$ cat src/common/dhrc_pkg.sv
// dhrc_pkg: offsets, bit positions and reset values for the dma control register logic
// assumes a single 100 MHz clock domain and a simple i/o register port from the pci target
// Operation
// [RULE1] set rx stopped on stop or implicit halt
// [RULE2] clear rx stopped only by rx continue
// [RULE3] bit 1 copies current tx notify flag
// [RULE4] set tx stopped on tx stop command
// [RULE5] clear tx stopped by tx continue
// [RULE6] bit 3 latched rx done until acknowledged
// [RULE7] live rx done clears at new transfer
// [RULE8] bit 4 mirrors tx done, ack clears
// [RULE9] software writes zero to reserved bits
// [RULE10] bit 8 write one stops rx
// [RULE11] bit 9 write one resumes rx
// [RULE12] bit 10 write one stops tx
// [RULE13] bit 11 write one resumes tx
// [RULE14] bit 14 high while tx transfer active
// [RULE15] software waits idle before tx reset
// [RULE16] software stops tx before polling active bit
// [RULE17] reset clears the whole register
// [RULE18] tx done sets when notify flag set
// [RULE19] rx done sets, write one acknowledges
// [RULE20] stopped engine starts no new transfer
package dhrc_pkg;
  localparam logic [7:0] DHRC_DMA_CONTROL_OFS = 8'h00;
  localparam logic [7:0] DHRC_INTERRUPT_FLAGS_OFS = 8'h48;
  localparam int DHRC_RX_STOPPED_BIT = 0;
  localparam int DHRC_TX_NOTIFY_BIT = 1;
  localparam int DHRC_TX_STOPPED_BIT = 2;
  localparam int DHRC_RX_DONE_BIT = 3;
  localparam int DHRC_TX_DONE_BIT = 4;
  localparam int DHRC_RX_STOP_CMD_BIT = 8;
  localparam int DHRC_RX_CONT_CMD_BIT = 9;
  localparam int DHRC_TX_STOP_CMD_BIT = 10;
  localparam int DHRC_TX_CONT_CMD_BIT = 11;
  localparam int DHRC_TX_ACTIVE_BIT = 14;
  localparam int DHRC_INT_TX_DONE_BIT = 9;
  localparam int DHRC_INT_RX_DONE_BIT = 10;
  localparam logic [31:0] DHRC_CONTROL_RESET = 32'h0000_0000;
  localparam logic [15:0] DHRC_FLAGS_RESET = 16'h0000;
  localparam logic [15:0] DHRC_FLAGS_ACK_MASK = 16'h0600;
endpackage

$ cat src/design/dhrc_engine_gate.sv
// dhrc_engine_gate: halted state of one dma engine plus its start gate
// assumes stop and continue arrive as one-cycle pulses on ref_clk
`timescale 1ns/1ps
module dhrc_engine_gate (
  input wire logic ref_clk,
  input wire logic rst_n,
  input wire logic stop_cmd,
  input wire logic implicit_stop,
  input wire logic continue_cmd,
  input wire logic start_req,
  output logic stopped,
  output logic start_ok
);
  logic next_stopped;

  // a stop in the same cycle as a continue wins, so a halt is never lost
  always_comb begin
    next_stopped = stopped;
    if (continue_cmd) begin
      next_stopped = 1'b0;
    end
    if (stop_cmd || implicit_stop) begin
      next_stopped = 1'b1;
    end
  end

  always_ff @(posedge ref_clk or negedge rst_n) begin
    if (!rst_n) begin
      stopped <= 1'b0;
    end else begin
      stopped <= next_stopped;
    end
  end

  // a stop pulse blocks the start at once, not one cycle later
  assign start_ok = start_req && !stopped && !stop_cmd && !implicit_stop; // [RULE20]
endmodule

$ cat src/design/dhrc_dma_control.sv
// dhrc_dma_control: dma control register with halt/resume commands and completion status
// assumes the pci target decodes i/o accesses into one-cycle read/write strobes
`timescale 1ns/1ps
module dhrc_dma_control (
  input wire logic ref_clk,
  input wire logic rst_n,
  input wire logic [7:0] reg_addr,
  input wire logic reg_wr,
  input wire logic reg_rd,
  input wire logic [31:0] reg_wdata,
  input wire logic [3:0] reg_be,
  output logic [31:0] reg_rdata,
  input wire logic rx_start_req,
  input wire logic rx_fetch_done_seen,
  input wire logic rx_transfer_begin,
  input wire logic rx_transfer_end,
  input wire logic tx_start_req,
  input wire logic tx_start_fire,
  input wire logic tx_done_notify_flag,
  input wire logic tx_transfer_end,
  input wire logic tx_busy,
  output logic rx_start_ok,
  output logic tx_start_ok,
  output logic rx_engine_stopped,
  output logic tx_engine_stopped,
  output logic rx_engine_live_status,
  output logic [15:0] interrupt_flags,
  output logic tx_transfer_active
);
  logic ctl_hit;
  logic flags_hit;
  logic rx_stop_cmd;
  logic rx_continue_cmd;
  logic tx_stop_cmd;
  logic tx_continue_cmd;
  logic tx_completion_request_copy;
  logic next_tx_copy;
  logic next_rx_live;
  logic next_tx_active;
  logic [15:0] next_flags;
  logic [31:0] next_rdata;
  logic [31:0] ctl_view;

  assign ctl_hit = reg_addr == dhrc_pkg::DHRC_DMA_CONTROL_OFS;
  assign flags_hit = reg_addr == dhrc_pkg::DHRC_INTERRUPT_FLAGS_OFS;

  // command bits are pulses from a written one; a written zero does nothing
  assign rx_stop_cmd = reg_wr && ctl_hit && reg_be[1] &&
    reg_wdata[dhrc_pkg::DHRC_RX_STOP_CMD_BIT]; // [RULE10]
  assign rx_continue_cmd = reg_wr && ctl_hit && reg_be[1] &&
    reg_wdata[dhrc_pkg::DHRC_RX_CONT_CMD_BIT]; // [RULE11]
  assign tx_stop_cmd = reg_wr && ctl_hit && reg_be[1] &&
    reg_wdata[dhrc_pkg::DHRC_TX_STOP_CMD_BIT]; // [RULE12]
  assign tx_continue_cmd = reg_wr && ctl_hit && reg_be[1] &&
    reg_wdata[dhrc_pkg::DHRC_TX_CONT_CMD_BIT]; // [RULE13]

  // implicit halt: fetched descriptor already shows completion
  dhrc_engine_gate u_rx_gate (
    .ref_clk(ref_clk),
    .rst_n(rst_n),
    .stop_cmd(rx_stop_cmd), // [RULE1]
    .implicit_stop(rx_fetch_done_seen), // [RULE1]
    .continue_cmd(rx_continue_cmd), // [RULE2]
    .start_req(rx_start_req),
    .stopped(rx_engine_stopped),
    .start_ok(rx_start_ok)
  );

  dhrc_engine_gate u_tx_gate (
    .ref_clk(ref_clk),
    .rst_n(rst_n),
    .stop_cmd(tx_stop_cmd), // [RULE4]
    .implicit_stop(1'b0),
    .continue_cmd(tx_continue_cmd), // [RULE5]
    .start_req(tx_start_req),
    .stopped(tx_engine_stopped),
    .start_ok(tx_start_ok)
  );

  always_comb begin
    next_tx_copy = tx_completion_request_copy;
    if (tx_start_fire) begin
      next_tx_copy = tx_done_notify_flag; // [RULE3]
    end
    next_rx_live = rx_engine_live_status;
    if (rx_transfer_end) begin
      next_rx_live = 1'b1;
    end
    // a new frame wipes the live indication, unlike the latched copy
    if (rx_transfer_begin) begin
      next_rx_live = 1'b0; // [RULE7]
    end
    next_tx_active = tx_busy; // [RULE14]
    next_flags = interrupt_flags;
    // write-one acknowledge; a completion in the same cycle wins
    if (reg_wr && flags_hit && reg_be[1]) begin
      next_flags = interrupt_flags & ~(reg_wdata[15:0] & dhrc_pkg::DHRC_FLAGS_ACK_MASK); // [RULE19]
    end
    if (tx_transfer_end && tx_completion_request_copy) begin
      next_flags[dhrc_pkg::DHRC_INT_TX_DONE_BIT] = 1'b1; // [RULE18]
    end
    if (rx_transfer_end) begin
      next_flags[dhrc_pkg::DHRC_INT_RX_DONE_BIT] = 1'b1; // [RULE19]
    end
  end

  always_comb begin
    ctl_view = 32'h0000_0000;
    ctl_view[dhrc_pkg::DHRC_RX_STOPPED_BIT] = rx_engine_stopped;
    ctl_view[dhrc_pkg::DHRC_TX_NOTIFY_BIT] = tx_completion_request_copy;
    ctl_view[dhrc_pkg::DHRC_TX_STOPPED_BIT] = tx_engine_stopped;
    ctl_view[dhrc_pkg::DHRC_RX_DONE_BIT] = interrupt_flags[dhrc_pkg::DHRC_INT_RX_DONE_BIT]; // [RULE6]
    ctl_view[dhrc_pkg::DHRC_TX_DONE_BIT] = interrupt_flags[dhrc_pkg::DHRC_INT_TX_DONE_BIT]; // [RULE8]
    ctl_view[dhrc_pkg::DHRC_TX_ACTIVE_BIT] = tx_transfer_active;
    // command bits self-clear, so they always read back zero
    next_rdata = reg_rdata;
    if (reg_rd) begin
      if (ctl_hit) begin
        next_rdata = ctl_view;
      end else if (flags_hit) begin
        next_rdata = {16'h0000, interrupt_flags};
      end else begin
        next_rdata = 32'h0000_0000;
      end
    end
  end

  always_ff @(posedge ref_clk or negedge rst_n) begin
    if (!rst_n) begin
      tx_completion_request_copy <= 1'b0; // [RULE17]
      rx_engine_live_status <= 1'b0;
      tx_transfer_active <= 1'b0;
      interrupt_flags <= dhrc_pkg::DHRC_FLAGS_RESET;
      reg_rdata <= dhrc_pkg::DHRC_CONTROL_RESET;
    end else begin
      tx_completion_request_copy <= next_tx_copy;
      rx_engine_live_status <= next_rx_live;
      tx_transfer_active <= next_tx_active;
      interrupt_flags <= next_flags;
      reg_rdata <= next_rdata;
    end
  end
endmodule

$ cat config.mk
export PLATFORM = sky130hd
export DESIGN_NAME = dhrc_dma_control
export DESIGN_NICKNAME = d
export VERILOG_FILES = /design/src/common/dhrc_pkg.sv /design/src/design/dhrc_engine_gate.sv /design/src/design/dhrc_dma_control.sv
export SDC_FILE = /design/constraint.sdc
export NUM_CORES = 1
export LEC_CHECK = 0
export BUFFER_PORTS_ARGS = -buffer_cell sky130_fd_sc_hd__buf_4
export CAP_MARGIN = 10
export CORE_ASPECT_RATIO = 1.5
export CORE_MARGIN = 5
export CORE_UTILIZATION = 29
export DETAILED_ROUTE_END_ITERATION = 16
export GPL_TIMING_DRIVEN = 0
export PLACE_DENSITY = 0.75
export SLEW_MARGIN = 10
export SYNTH_ARGS = -nofsm -noshare
export SYNTH_HDL_FRONTEND = slang
export SYNTH_SLANG_ARGS = --single-unit
$ cat constraint.sdc
create_clock -name ref_clk -period 0.8 [get_ports ref_clk]
set_input_delay 0 -clock ref_clk [delete_from_list [all_inputs] [get_ports ref_clk]]
set_output_delay 0 -clock ref_clk [all_outputs]
set_load 0.02 [all_outputs]
==> After elaboration in Yosys (flattened, before gate mapping) <==
Index checks and enable logic that the tools add are counted.
{ "op_classes": {"eq_ne": 1, "reduce_logical": 26, "n_mux": 11, "bitwise_logic": 2} }
{ "op_table": {"columns": ["op", "count"], "rows": [
  ["$mux W16", 2],
  ["$and A16 B16 Y16", 1],
  ["$not A11 Y16", 1],
  ["$logic_and A1 B1 Y1", 14],
  ["$mux W11", 1],
  ["$reduce_bool A2 Y1", 5],
  ["$eq A8 B7 Y1 const B", 1],
  ["$logic_not A8 Y1", 1],
  ["$mux W1", 8],
  ["$logic_not A1 Y1", 5],
  ["$logic_or A1 B1 Y1", 1]
]} }
{ "totals": {"word_cells": 49, "regBits": 53} }

==> Longest topological paths before layout <==
{ "logic_depth": {"depth_word": 7, "mapped_depth": 4} }

==> Hierarchy <==
From an unflattened synthesis, not the netlist that was laid out.
{ "hier_totals": {"hier_cells": 103, "hier_area_um2": 948.4} }
{ "modules_own_cells": {"columns": ["mod", "instances", "cells_each", "area_each_um2"], "rows": [
  ["dhrc_dma_control", 1, 93, 860.8],
  ["dhrc_engine_gate", 2, 5, 43.8]
]} }

==> Worst setup path before layout <==
OpenSTA, ideal clock, no wires.
{ "synth_timing": {"path_kind": "reg-to-output", "start": "register u_rx_gate.stopped", "end": "output rx_start_ok", "path_stages_with_launch": 4, "t_arrival_ps": 970, "path_slack_ps": -170, "required_time_ps": 800, "path_cell_list": "dfrtp_1 > nor2_1 > nand2_1 > a21oi_1"} }
{ "synth_via": {"elab_chain_cells": 4} }
{ "synth_lines": {"columns": ["element", "line_no", "text"], "rows": [
  ["start: declaration", "dhrc_engine_gate.sv:11", "output logic stopped,"],
  ["start signal: assignment", "dhrc_engine_gate.sv:31", "stopped <= next_stopped;"],
  ["$logic_not A1 Y1", "dhrc_engine_gate.sv:36", "assign start_ok = start_req && !stopped && !stop_cmd && !implicit_stop;"],
  ["$logic_and A1 B1 Y1 (3 in series)", "dhrc_engine_gate.sv:36", null],
  ["end: declaration", "dhrc_dma_control.sv:22", "output logic rx_start_ok,"]
]} }
Every way passes these cells.

==> Worst setup path in the final report <==
{ "layout_timing": {"start": "register u_tx_gate.stopped", "end": "output tx_start_ok"} }
{ "layout_via": {"elab_chain_cells": 3} }
{ "layout_lines": {"columns": ["element", "line_no", "text"], "rows": [
  ["start: declaration", "dhrc_engine_gate.sv:11", null],
  ["start signal: assignment", "dhrc_engine_gate.sv:31", null],
  ["$logic_not A1 Y1", "dhrc_engine_gate.sv:36", null],
  ["$logic_and A1 B1 Y1 (2 in series)", "dhrc_engine_gate.sv:36", null],
  ["end: declaration", "dhrc_dma_control.sv:23", "output logic tx_start_ok,"]
]} }
Every way passes these cells.

==> results.md <==
- The flow ran to the end, but the final reports show violations.
- The final reports fail on hold timing, setup timing.
- STA puts the critical path data required time at 0.80 ns.
- Buffers placed on the I/O ports in this run total 41.
- The total internal power is 0.001402 W.
- Across the run, the number of max-cap violations was 0.
- The hold buffer count at CTS is 7.
- Combinational logic burns 29.3% of the power.
- In the routed design, unresolved DRC markers number 0.
- The worst setup skew after layout is 0.002391 ns.
- The sum of routed wire segments on met1 is 864 um.
- Leaving out fill and tap cells, the most frequent cells in the layout are sky130_fd_sc_hd__buf_4, sky130_fd_sc_hd__conb_1, sky130_fd_sc_hd__buf_6.
- The total global routing track utilization is 11.04%.
- During I/O placement, the number of pins put on the boundary was ~110.
- The final setup violation count is 15.
- For the worst-skew pair, the clock arrives at the later sink with an insertion delay of 0.24 ns.
- The switching power is 0.0005720 W.
- The iteration-0 DRC count of the detailed router is 13.
- The first TritonRoute pass finished after 2 iterations.
- The total met2 wirelength after detailed routing is 1397 um.
- The number of different library cells used by synthesis comes to 23.
- The minimum period implied by the final worst setup slack is 1.103 ns.
- The die width is roughly 56 um.
- Summed over all failing endpoints, the final setup total negative slack is -1.597 ns.
- The maximum achievable frequency is 907.0 MHz.
- During synthesis, Yosys emitted a total of 0 warnings.
- The share of total power dissipated in sequential elements is between 30% and 40%.
- The number of clock buffers added by TritonCTS is 3.
- The final estimated routing congestion in global placement is around 0.79.
- The worst-case setup margin in the final layout is -0.3025 ns.
- The effective utilization at floorplan is 29.92%.
- The hold violation total from the final report is 1.
- Setup repair after global routing could not meet its margin everywhere.
- The CTS clock-pin slew for the worst setup and hold paths is approximately 0.06 ns.
- The share of synthesized area occupied by flip-flops and latches is 40.11%.
- TritonCTS built the clock tree.
- The maximum number of pins on one net before global-route repair is 16.
- The standard cell core area is 3128 um^2.
- The count of mapped cells out of synthesis is 89.
- The maximum root-to-sink buffer count is 2.
- Once detailed placement completed, the half-perimeter wirelength came to about 2000 um.
- The number of antenna-violating nets in the routed design is 0.
- Of the post-synthesis cell area, the dominant cell type holds roughly 40%.
- Dividing the detail-routed wire length by the instance count gives around 11 um.
- The maximum fanout encountered on the critical timing path is 2.
- The power per cell area is 1123 nW/um^2.
- After the last flow step, the layout net total stands at 242.
- The worst min-delay path category is in -> reg.
- The highest metal layer carrying signal wires in the routed design is met4.
- Leaving out fill and tap cells, the most frequent cell in the layout is sky130_fd_sc_hd__buf_4.
- The post-synthesis cell type with the largest combined area is sky130_fd_sc_hd__dfrtp_1.
- The share of post-route cells with drive strength above 1 is 60.33%.
- The final max-slew violation count is 0.
- For this design the static power due to leakage is 0.9688 nW.
- The wire length after detailed routing is between 2000 and 3000 um.
- The library cell used as clock root buffer is sky130_fd_sc_hd__clkbuf_8.
- The post-synthesis instance area is 935.9 um^2.
- The startpoint type of the worst setup path is a flip-flop.
- The total vias in the final route is 855.
- The hold slack is -0.005926 ns.
- Across the VDD grid, the largest voltage drop is 618.3 uV.
- The initial antenna violation count was 0.
- After synthesis the netlist holds a flip-flop and latch count of 15.
- Summed over all nets, wire length on met3 after detailed routing comes to 218 um.
- The clock sink count is 15.
- The via count of the first global-routing pass was 850.
- The kind of capture point of the worst setup path is a primary output.
- The fraction of power spent switching nets is between 20% and 30%.
- The critical path in this run is classified as reg -> out.
- The floorplan has 25 rows.
- Global routing finished with a remaining overflow of 0.
- In this run the number of H-tree levels came out at 1.
- The average cell area after synthesis is about 11 um^2.
- The fraction of power consumed by the clock network is 30.8%.
- The die is 79.58 um tall.
- The repair_antennas step left the layout with diodes totalling 0.
- Yosys attributes the largest share of cell area to sky130_fd_sc_hd__dfrtp_1, sky130_fd_sc_hd__buf_4, sky130_fd_sc_hd__a22o_2, sky130_fd_sc_hd__nand4_1, sky130_fd_sc_hd__nor4_4.
- The global-route wire length before repair is approximately 3900 um.
- The arrival time of data at the critical path endpoint is 1.10 ns.
- Compared with the post-synthesis result, the final layout area differs by 87.83%.
- The final cycle utilization of the critical path is 137.8%.
- The area of the die is 4487 um^2.
- The detail-routed via count per cell is 3.817.
-- cell type report --
cell class                 count  area [um^2]
timing repair buffer          55        501.7
sequential                    15        379.1
clock buffer                   3        41.29
clock inverter                 1        5.005
tap                           40        50.05
inverter                       3        11.26
buffer                        38        285.3
fill                         284         1370
multi-input combinational     69        484.2
-- cells in the mapped netlist --
cell and count:
sky130_fd_sc_hd__a21o_1 1, sky130_fd_sc_hd__a21oi_1 2, sky130_fd_sc_hd__a221o_1 1, sky130_fd_sc_hd__a22o_1 2, sky130_fd_sc_hd__a22o_2 6, sky130_fd_sc_hd__and2_1 1, sky130_fd_sc_hd__and3_1 1, sky130_fd_sc_hd__and3_2 1
sky130_fd_sc_hd__buf_4 38, sky130_fd_sc_hd__buf_6 1, sky130_fd_sc_hd__conb_1 1, sky130_fd_sc_hd__dfrtp_1 15, sky130_fd_sc_hd__inv_1 3, sky130_fd_sc_hd__mux2_2 1, sky130_fd_sc_hd__nand2_1 1, sky130_fd_sc_hd__nand2b_1 1
sky130_fd_sc_hd__nand3_1 1, sky130_fd_sc_hd__nand4_1 4, sky130_fd_sc_hd__nor2_1 3, sky130_fd_sc_hd__nor4_2 1, sky130_fd_sc_hd__nor4_4 1, sky130_fd_sc_hd__nor4bb_1 1, sky130_fd_sc_hd__o2bb2ai_1 2
-- stage by stage --
step                power [W]  instances  cell area [um^2]  util [%]  setup slack [ns]
finish               0.001974        224              1758     56.20           -0.3025
global placement     0.001297        207              1464     46.80           -0.2922
floorplan            0.001147        126              1106         -          -0.08521
CTS                  0.001958        222              1644     52.56           -0.2921
detailed placement   0.001303        207              1464     46.80           -0.2931
global route         0.002067        224              1758     56.20           -0.3072
-- worst max-delay path, stage by stage (launching register included) --
cell	delay [ns]
sky130_fd_sc_hd__dfrtp_2	0.42
sky130_fd_sc_hd__nand2b_4	0.16
sky130_fd_sc_hd__a21oi_4	0.14
sky130_fd_sc_hd__buf_6	0.14
-- per-layer routing --
layer | vias up | GRT usage, %
met2 | 50 | 19.32
met1 | 375 | 11.68
met5 | - | 0
li1 | 422 | -
met3 | 8 | 3.074
met4 | 0 | 6.413
-- final timing paths --
check	start	to	slack (ns)	cells past startpoint
min in group asynchronous	rst_n	reg_rdata[4]	0.15	2
worst max-delay path	u_tx_gate.stopped	tx_start_ok	-0.30	3
worst max register to register	u_tx_gate.stopped	reg_rdata[2]	-0.19	3
worst min register to register	reg_rdata[9]	reg_rdata[9]	0.52	1
max in group asynchronous	rst_n	u_tx_gate.stopped	0.47	2
worst min-delay path	tx_start_fire	tx_completion_request_copy	-0.006	2
-- state kept, by name, indices dropped and copies added, names as in the netlist --
signal	cells
rx_engine_live_status	1
u_tx_gate.stopped	1
interrupt_flags	2
tx_completion_request_copy	1
reg_rdata	8
tx_transfer_active	1
u_rx_gate.stopped	1
-- timing repair --
action                                  CTS  global route
endpoints found under the setup margin   11            27
buffers inserted                          4             5
pin swaps                                 1             9
hold endpoints to repair                 21             1
gates resized for setup                   9            23
-- power by group through the flow --
stage / clock network (W) / logic [W] / registers, W
floorplan: 0 / 0.000341 / 0.000806
global placement: 0 / 0.000499 / 0.000797
detailed placement: 0 / 0.000505 / 0.000798
CTS: 0.000630 / 0.000544 / 0.000783
global route: 0.000653 / 0.000626 / 0.000788
finish: 0.000609 / 0.000579 / 0.000786
-- cell families (layout without fill, tap and decap cells) --
kind of cell / count (synthesis) / after routing / synth area share, %
other: 1 / 38 / 0.4007
AOI/OAI and AO/OA: 14 / 14 / 13.10
muxes: 1 / 1 / 1.203
DFF: 15 / 15 / 40.11
and+or+nand+nor: 16 / 16 / 12.30
buffers and inverters: 42 / 100 / 32.89
Note: power is estimated with default switching activity, not from simulation.
